==> config.mk <==
export PLATFORM = sky130hd
export DESIGN_NAME = host_port_control_status
export DESIGN_NICKNAME = d
export VERILOG_FILES = /design/src/core/host_port_pkg.sv /design/src/core/pair_buffer.sv /design/src/core/host_port_control_status.sv
export SDC_FILE = /design/constraint.sdc
export NUM_CORES = 1
export LEC_CHECK = 0
export BUFFER_PORTS_ARGS = -buffer_cell sky130_fd_sc_hd__buf_2
export CAP_MARGIN = 20
export CORE_UTILIZATION = 35
export DETAILED_ROUTE_END_ITERATION = 10
export HOLD_SLACK_MARGIN = 0.12
export PLACE_DENSITY = 0.65
export SLEW_MARGIN = 20
export SYNTH_ARGS = -nofsm -noshare
export SYNTH_HDL_FRONTEND = slang
export SYNTH_SLANG_ARGS = --single-unit
==> constraint.sdc <==
create_clock -name core_clk -period 3.79 [get_ports core_clk]
set_clock_uncertainty 0.05 [all_clocks]
set_input_delay 0.758 -clock core_clk [delete_from_list [all_inputs] [get_ports core_clk]]
set_output_delay 0.758 -clock core_clk [all_outputs]
set_load 0.03 [all_outputs]
==> src/core/host_port_pkg.sv <==
// Constants for the host-facing control and status registers of the
// parallel host port. Assumes a single core clock and an async reset.
//
// Overview of operation
// Control bit 0 gates receive requests; DMA direction.
// Control bit 1 gates transmit requests; DMA direction. In DMA the code ignores bit 1; bit 0 alone picks direction.
// Control bits 6:5 pick DMA off/24/16/8 bit.
// Writing control bit 7 as one initialises DMA.
// Host writes two flags; device side observes them.
// Command bits 5:0 select one of 64 routines.
// Command bit 7 raises command; zero means idle.
// Status bit 0 shows receive data available.
// Status bit 1 shows transmit space free.
// Status bit 2 shows no host data held.
// Status bits 4:3 show device-written flags, read-only.
// Status bit 6 shows DMA mode active.
// Status bit 7 mirrors host request line.
// Status register resets to 06 hex.
// Control register resets to 00 hex.
// Vector register at offset 3, resets 0F.
// Reserved bits read zero, writes ignored.
package host_port_pkg;

    // =========================================================
    // Register offsets on the host address pins
    // =========================================================
    localparam int          ADDR_W   = 3;
    localparam logic [2:0]  OFS_CTRL = 3'h0;
    localparam logic [2:0]  OFS_CMD  = 3'h1;
    localparam logic [2:0]  OFS_STAT = 3'h2;
    localparam logic [2:0]  OFS_VEC  = 3'h3;

    // =========================================================
    // Field positions
    // =========================================================
    localparam int CTRL_RX_EN  = 0;
    localparam int CTRL_TX_EN  = 1;
    localparam int CTRL_FLAG_A = 3;
    localparam int CTRL_FLAG_B = 4;
    localparam int CTRL_MODE_L = 5;
    localparam int CTRL_MODE_H = 6;
    localparam int CTRL_INIT   = 7;
    localparam int CMD_REQ     = 7;
    localparam int VEC_W       = 6;
    localparam int STAT_RXF    = 0;
    localparam int STAT_TXE    = 1;
    localparam int STAT_DRAIN  = 2;
    localparam int STAT_FLAG_A = 3;
    localparam int STAT_FLAG_B = 4;
    localparam int STAT_DMA    = 6;
    localparam int STAT_REQ    = 7;

    // =========================================================
    // Writable masks and reset values
    // =========================================================
    localparam logic [7:0] CTRL_WR_MASK = 8'h7B;
    localparam logic [7:0] CMD_WR_MASK  = 8'hBF;
    localparam logic [7:0] CTRL_RESET   = 8'h00;
    localparam logic [7:0] CMD_RESET    = 8'h17;
    localparam logic [7:0] STAT_RESET   = 8'h06;
    localparam logic [7:0] VEC_RESET    = 8'h0F;
    localparam logic [7:0] READ_ZERO    = 8'h00;

    // =========================================================
    // Transfer mode codes
    // =========================================================
    localparam logic [1:0] MODE_OFF    = 2'h0;
    localparam logic [1:0] MODE_DMA24  = 2'h1;
    localparam logic [1:0] MODE_DMA16  = 2'h2;
    localparam logic [1:0] MODE_DMA8   = 2'h3;

    // Depth of the command hand-off buffer
    localparam logic [1:0] BUF_DEPTH   = 2'h2;

endpackage

==> src/core/pair_buffer.sv <==
// Two-entry valid/ready buffer for words handed to the core side.
// Assumes both neighbours obey valid/ready on core_clk.
module pair_buffer
    import host_port_pkg::*;
#(
    parameter int WIDTH = 6
) (
    input  wire logic             core_clk,
    input  wire logic             rst_n,
    input  wire logic             in_valid,
    output logic                  in_ready,
    input  wire logic [WIDTH-1:0] in_data,
    output logic                  out_valid,
    input  wire logic             out_ready,
    output logic [WIDTH-1:0]      out_data
);

    // =========================================================
    // State: head slot feeds the output straight from a flop
    // =========================================================
    typedef struct packed {
        logic [WIDTH-1:0] head;   // Oldest word
        logic [WIDTH-1:0] tail;   // Second word
        logic [1:0]       count;  // Words held
    } buf_state_s;

    buf_state_s q;
    buf_state_s next_q;
    logic       push;
    logic       pop;

    assign in_ready  = (q.count != BUF_DEPTH);
    assign out_valid = (q.count != 2'h0);
    assign out_data  = q.head;
    assign push      = in_valid && in_ready;
    assign pop       = out_valid && out_ready;

    // Shift on pop so the output never needs a read mux
    always_comb begin
        next_q = q;
        case ({push, pop})
            2'b10: begin
                if (q.count == 2'h0) begin
                    next_q.head = in_data;
                end else begin
                    next_q.tail = in_data;
                end
                next_q.count = q.count + 2'h1;
            end
            2'b01: begin
                next_q.head  = q.tail;
                next_q.count = q.count - 2'h1;
            end
            2'b11: begin
                // Full case cannot push, so count is one here
                next_q.head = in_data;
            end
            default: begin
                next_q = q;
            end
        endcase
    end

    // State register
    always_ff @(posedge core_clk or negedge rst_n) begin
        if (!rst_n) begin
            q <= '0;
        end else begin
            q <= next_q;
        end
    end
endmodule

==> src/core/host_port_control_status.sv <==
// Host-facing control, command, status and vector registers of the
// parallel host port. Assumes host strobes are synchronous to core_clk
// and that the core side supplies buffer state and its own two flags.
module host_port_control_status
    import host_port_pkg::*;
(
    input  wire logic              core_clk,
    input  wire logic              rst_n,
    // Host register pins
    input  wire logic              host_cs,
    input  wire logic              host_rd,
    input  wire logic              host_wr,
    input  wire logic [ADDR_W-1:0] host_addr,
    input  wire logic [7:0]        host_data_in,
    output logic [7:0]             host_data_out,
    output logic                   host_data_oe,
    output logic                   request_line_state,
    // Core-side state shown to the host
    input  wire logic              receive_full,
    input  wire logic              transmit_empty,
    input  wire logic              core_rx_empty,
    input  wire logic              dsp_written_flag_a,
    input  wire logic              dsp_written_flag_b,
    // Control handed to the core side
    output logic                   receive_request_enable,
    output logic                   transmit_request_enable,
    output logic                   host_written_flag_a,
    output logic                   host_written_flag_b,
    output logic                   transfer_mode_bit_low,
    output logic                   transfer_mode_bit_high,
    output logic                   dma_init,
    output logic [7:0]             acknowledge_vector,
    // Host command toward the core
    output logic                   command_valid,
    input  wire logic              command_ready,
    output logic [VEC_W-1:0]       command_vector_number
);

    // =========================================================
    // State
    // =========================================================
    typedef struct packed {
        logic [7:0] ctrl;     // Interrupt control
        logic [7:0] cmd;      // Command vector
        logic [7:0] status;   // Interrupt status snapshot
        logic [7:0] vec;      // Acknowledge vector
        logic [7:0] rdata;    // Read data toward host
        logic       oe;       // Drive host data pins
        logic       init;     // DMA initialise pulse
        logic       req;      // Host request line
    } hp_state_s;

    hp_state_s        q;
    hp_state_s        next_q;
    logic             wr_hit;     // Host write this cycle
    logic             rd_hit;     // Host read this cycle
    logic             dma_on;     // Any DMA width chosen
    logic             drained;    // No host data held anywhere
    logic             next_req;   // Request line next value
    logic             buf_ready;  // Buffer can take a command
    logic             cmd_push;   // Command handed to buffer

    assign wr_hit   = host_cs && host_wr;
    assign rd_hit   = host_cs && host_rd;
    assign dma_on   = (q.ctrl[CTRL_MODE_H:CTRL_MODE_L] != MODE_OFF);
    assign drained  = transmit_empty && core_rx_empty;
    assign cmd_push = q.cmd[CMD_REQ] && buf_ready;

    // =========================================================
    // Request line
    // =========================================================
    // DMA off: each enable gates its own buffer event. DMA on: the
    // receive enable alone picks direction, the transmit enable being
    // its complement in legal use.
    always_comb begin
        if (!dma_on) begin
            next_req = (q.ctrl[CTRL_RX_EN] && receive_full)
                    || (q.ctrl[CTRL_TX_EN] && transmit_empty);
        end else if (q.ctrl[CTRL_RX_EN]) begin
            next_req = receive_full;
        end else begin
            next_req = transmit_empty;
        end
    end

    // =========================================================
    // Register next state
    // =========================================================
    always_comb begin
        next_q      = q;
        next_q.init = 1'b0;
        next_q.oe   = 1'b0;
        next_q.req  = next_req;
        // Status snapshot built with the same request value so that
        // bit 7 never disagrees with the pin
        next_q.status = '0;
        next_q.status[STAT_RXF]    = receive_full;
        next_q.status[STAT_TXE]    = transmit_empty;
        next_q.status[STAT_DRAIN]  = drained;
        next_q.status[STAT_FLAG_A] = dsp_written_flag_a;
        next_q.status[STAT_FLAG_B] = dsp_written_flag_b;
        next_q.status[STAT_DMA]    = dma_on;
        next_q.status[STAT_REQ]    = next_req;
        // Command leaves for the core; a host write below wins
        if (cmd_push) begin
            next_q.cmd[CMD_REQ] = 1'b0;
        end
        // Host writes
        if (wr_hit) begin
            case (host_addr)
                OFS_CTRL: begin
                    next_q.ctrl = host_data_in & CTRL_WR_MASK;
                    next_q.init = host_data_in[CTRL_INIT];
                end
                OFS_CMD: begin
                    next_q.cmd = host_data_in & CMD_WR_MASK;
                end
                OFS_VEC: begin
                    next_q.vec = host_data_in;
                end
                default: begin
                    // Status is driven by hardware; other offsets unmapped
                    next_q.vec = q.vec;
                end
            endcase
        end
        // Host reads, answered one cycle later
        if (rd_hit) begin
            next_q.oe = 1'b1;
            case (host_addr)
                OFS_CTRL: next_q.rdata = q.ctrl;
                OFS_CMD:  next_q.rdata = q.cmd;
                OFS_STAT: next_q.rdata = q.status;
                OFS_VEC:  next_q.rdata = q.vec;
                default:  next_q.rdata = READ_ZERO;
            endcase
        end
    end

    // State register with documented reset values
    always_ff @(posedge core_clk or negedge rst_n) begin
        if (!rst_n) begin
            q        <= '0;
            q.ctrl   <= CTRL_RESET;
            q.cmd    <= CMD_RESET;
            q.status <= STAT_RESET;
            q.vec    <= VEC_RESET;
        end else begin
            q <= next_q;
        end
    end

    // =========================================================
    // Command hand-off buffer
    // =========================================================
    // With a stalled core, a full buffer keeps the command bit set, so the host sees it
    // still pending rather than losing the request.
    pair_buffer #(
        .WIDTH (VEC_W)
    ) u_cmd_buf (
        .core_clk  (core_clk),
        .rst_n     (rst_n),
        .in_valid  (q.cmd[CMD_REQ]),
        .in_ready  (buf_ready),
        .in_data   (q.cmd[VEC_W-1:0]),
        .out_valid (command_valid),
        .out_ready (command_ready),
        .out_data  (command_vector_number)
    );

    // =========================================================
    // Outputs
    // =========================================================
    assign host_data_out           = q.rdata;
    assign host_data_oe            = q.oe;
    assign request_line_state      = q.req;
    assign receive_request_enable  = q.ctrl[CTRL_RX_EN];
    assign transmit_request_enable = q.ctrl[CTRL_TX_EN];
    assign host_written_flag_a     = q.ctrl[CTRL_FLAG_A];
    assign host_written_flag_b     = q.ctrl[CTRL_FLAG_B];
    assign transfer_mode_bit_low   = q.ctrl[CTRL_MODE_L];
    assign transfer_mode_bit_high  = q.ctrl[CTRL_MODE_H];
    assign dma_init                = q.init;
    assign acknowledge_vector      = q.vec;
endmodule

==> impl_metrics.prom <==
# TYPE chip_impl_metric gauge
chip_impl_info{name="mostFrequentLayoutCells",value="sky130_fd_sc_hd__buf_2, sky130_fd_sc_hd__dfrtp_1, sky130_fd_sc_hd__mux2_2"} 1
chip_impl_metric{name="grt_pass1_wl",unit="um"} 7560
chip_impl_metric{name="hold_buffers",unit=""} 0
chip_impl_metric{name="cellPowerDensity",unit="nW/um2"} 612
chip_impl_metric{name="fraction_of_layout_cells_with_a_size_suffix_above_1",unit=""} 0.554
chip_impl_info{name="critPathTopFamily",value="simple AND/OR/NAND/NOR gates"} 1
chip_impl_metric{name="portion_of_the_post_synthesis_area_used_by_sequential_elements",unit=""} 0.533
chip_impl_metric{name="final_wirelength",unit="um"} 4590
chip_impl_metric{name="critical_path_fanout_max",unit=""} 15
chip_impl_metric{name="fmax",unit="MHz"} 461
chip_impl_metric{name="min_period_over_period",unit=""} 0.573
chip_impl_info{name="setup_repair_after_global_routing_missed_its_margin",value="false"} 1
chip_impl_metric{name="final_nets",unit=""} 236
chip_impl_metric{name="cts_sinks",unit=""} 52
chip_impl_metric{name="initial_utilization",unit=""} 0.363
chip_impl_metric{name="critical-path-max-stage-delay",unit="ns"} 0.91
chip_impl_metric{name="yosys_warnings",unit=""} 0
chip_impl_metric{name="detailed_place_hpwl",unit="um"} 3490
chip_impl_info{name="crit_chain",value="buf_2 -> nor4_2 -> mux2_2"} 1
chip_impl_metric{name="synth.ff_latch_count",unit=""} 52
chip_impl_info{name="critical-path-slowest-cell",value="sky130_fd_sc_hd__nor4_2"} 1
chip_impl_metric{name="worst-endpoint-required",unit="ns"} 3.92
chip_impl_metric{name="cts_resized",unit=""} 0
chip_impl_metric{name="detailroute.via_count",unit=""} 1422
chip_impl_metric{name="syn_std_cell_area",unit="um2"} 2460
chip_impl_info{name="end_kind",value="register"} 1
chip_impl_metric{name="finalHoldViolCount",unit=""} 0
chip_impl_metric{name="synthCells",unit=""} 180
chip_impl_metric{name="layout.cell_area.non_filler",unit="um2"} 2750
chip_impl_metric{name="synth_enable_flop_cells",unit=""} 0
chip_impl_info{name="most_frequent_standard_cell_in_the_layout_excluding_fill_and_tap_cells",value="sky130_fd_sc_hd__buf_2"} 1
chip_impl_metric{name="drt_iter0_drc",unit=""} 55
chip_impl_metric{name="detailed_place.area",unit="um2"} 2650
chip_impl_metric{name="synthesized_net_count",unit=""} 204
chip_impl_metric{name="insertedDiodeCount",unit=""} 0
chip_impl_metric{name="final_period_minus_worst_setup_slack",unit="ns"} 2.17
chip_impl_info{name="postSynth.topFlopCell",value="sky130_fd_sc_hd__dfrtp_1"} 1
chip_impl_info{name="holdCritPathClass",value="input port to asynchronous set/reset pin"} 1
chip_impl_metric{name="h_tree_depth",unit=""} 2
chip_impl_metric{name="setup_violations",unit=""} 0
chip_impl_metric{name="vdd_drop_max",unit="V"} 0.000267
chip_impl_metric{name="routabilityCongestion",unit=""} 0.733
chip_impl_metric{name="drt.antenna.violating_nets",unit=""} 0
chip_impl_metric{name="groute.usage.overall",unit=""} 0.135
chip_impl_metric{name="total_power",unit="mW"} 1.68
chip_impl_metric{name="async_flop_share",unit=""} 1.00
chip_impl_metric{name="pin_count_of_the_biggest_net_entering_global_routing",unit=""} 29
chip_impl_metric{name="grt_overflow",unit=""} 0
chip_impl_metric{name="netlist-cell-type-count",unit=""} 30
chip_impl_info{name="outcome",value="finished clean"} 1
chip_impl_metric{name="synthToLayoutAreaGrowth",unit="%"} 11.5
chip_impl_metric{name="worst-slew-pin-transition",unit="ns"} 1.02
chip_impl_metric{name="worst_skew_pair.late_latency",unit="ns"} 0.29
chip_impl_metric{name="path_clk_slew",unit="ns"} 0.09
chip_impl_metric{name="numCtsBuffers",unit=""} 5
chip_impl_metric{name="grt_pass1_vias",unit=""} 1417
chip_impl_metric{name="mapped_avg_cell_area",unit="um2"} 13.7
chip_impl_info{name="crit_type",value="input port to register"} 1
chip_impl_metric{name="post_drt_via_cell_ratio",unit=""} 4.60
chip_impl_metric{name="rows",unit=""} 30
chip_impl_metric{name="cts_buffer_depth",unit=""} 2
chip_impl_metric{name="placeableCoreArea",unit="um2"} 6790
chip_impl_metric{name="final_report_max_slew_violation_count",unit=""} 0
chip_impl_metric{name="fp.dieArea",unit="um2"} 7380
chip_impl_metric{name="io-pin-count",unit=""} 54
chip_impl_metric{name="tns",unit="ns"} 0
chip_impl_metric{name="first_pass_iters",unit=""} 4
chip_impl_metric{name="port-buffer-count",unit=""} 53
chip_impl_metric{name="antenna_found_initial",unit=""} 0
chip_impl_metric{name="critical_path.n_buffers_inverters",unit=""} 1
chip_impl_metric{name="postCtsSetupRepairBufs",unit=""} 0
chip_impl_metric{name="floorplan.die.height",unit="um"} 85.9
chip_impl_info{name="cts_tree",value="built"} 1
chip_impl_metric{name="dieWidth",unit="um"} 85.9
chip_impl_info{name="cts_root_buffer",value="sky130_fd_sc_hd__clkbuf_8"} 1
chip_impl_info{name="setup.worst_path.start_class",value="input port"} 1
chip_impl_metric{name="timing.max_cap.violations",unit=""} 0
chip_impl_metric{name="pleak",unit="nW"} 1.35
chip_impl_metric{name="wl_per_cell",unit="um"} 14.9
chip_impl_metric{name="relSlewSlack",unit=""} 0.312
chip_impl_metric{name="worst_ep_arrival_time",unit="ns"} 2.30
chip_impl_metric{name="remaining_routing_drc_violations",unit=""} 0
logic make-up after synthesis:
family / synth area share
flops: 0.533
buf+inv: 0.0924
compound gates: 0.0447
mux: 0.249
simple gates: 0.0594
fa+ha+maj: 0.0102
xor+xnor: 0.0107
where the power goes:
group / total, mW / switching, mW / internal, mW
combinational: 0.560 / 0.320 / 0.240
clock: 0.333 / 0.166 / 0.167
sequential: 0.789 / 0.0917 / 0.697
total: 1.68 / 0.577 / 1.10
synth_stat cells (3+ instances only):
master | n | area share
sky130_fd_sc_hd__buf_4 | 22 | 0.067
sky130_fd_sc_hd__nand2_1 | 11 | 0.017
sky130_fd_sc_hd__a22o_1 | 5 | 0.018
sky130_fd_sc_hd__o21ai_0 | 5 | 0.010
sky130_fd_sc_hd__mux4_1 | 4 | 0.043
sky130_fd_sc_hd__mux2_4 | 7 | 0.043
sky130_fd_sc_hd__nor2_1 | 5 | 0.0076
sky130_fd_sc_hd__inv_1 | 5 | 0.0076
sky130_fd_sc_hd__mux2_2 | 35 | 0.16
sky130_fd_sc_hd__clkbuf_1 | 3 | 0.0046
sky130_fd_sc_hd__dfrtp_1 | 42 | 0.43
sky130_fd_sc_hd__dfstp_2 | 10 | 0.11
final cells by class:
cell class | instances | area, um2
flip-flops and latches | 52 | 1310
fillers | 657 | 4050
well taps | 96 | 120
inverters | 5 | 18.8
repair buffers | 54 | 273
multi-input cells | 94 | 922
clock buffers | 8 | 100
registers in the layout (all words and copies together) (netlist names), 6 cells and up:
name and count:
u_cmd_buf.q 8, acknowledge_vector 8, u_cmd_buf.out_data 6, q 14, host_data_out 8
metrics by stage:
stage | hold slack, ns | util | worst slack (ns) | cells
2_1_floorplan | 0.401 | - | 1.66 | 180
3_5_place_dp | 0.423 | 0.390 | 1.30 | 301
6_report | 0.410 | 0.404 | 1.62 | 309
3_3_place_gp | 0.416 | 0.390 | 1.32 | 301
5_1_grt | 0.465 | 0.404 | 1.55 | 309
4_1_cts | 0.426 | 0.404 | 1.62 | 309
routing by layer:
| layer | up-vias | wire length, um | share of wire | global-route usage |
|---|---|---|---|---|
| met3 | 4 | 210 | 0.046 | 0.0298 |
| met2 | 36 | 2110 | 0.46 | 0.201 |
| met4 | 0 | 40 | 0.0087 | 0.0424 |
| li1 | 669 | - | - | - |
| met5 | - | 0 | 0 | 0 |
| met1 | 713 | 2230 | 0.48 | 0.196 |
path summary, 6_finish.rpt:
kind                                                    from  slack [ns]                                  to  cells past startpoint
worst max-delay path                            host_addr[1]        1.62  receive_request_enable$_DFFE_PN0P_                      3
worst min-delay path                                   rst_n        0.41   u_cmd_buf.out_data[0]$_DFFE_PN0P_                      1
worst max register to register    u_cmd_buf.q[0]$_DFFE_PN0P_        1.74   u_cmd_buf.out_data[4]$_DFFE_PN0P_                      7
worst min register to register  host_data_out[5]$_DFFE_PN0P_        0.43        host_data_out[5]$_DFFE_PN0P_                      2
max in group asynchronous                              rst_n        2.47                     q[21]$_DFF_PN1_                      2
min in group core_clk           host_data_out[5]$_DFFE_PN0P_        0.43        host_data_out[5]$_DFFE_PN0P_                      2
(Power assumes the default switching activity.)
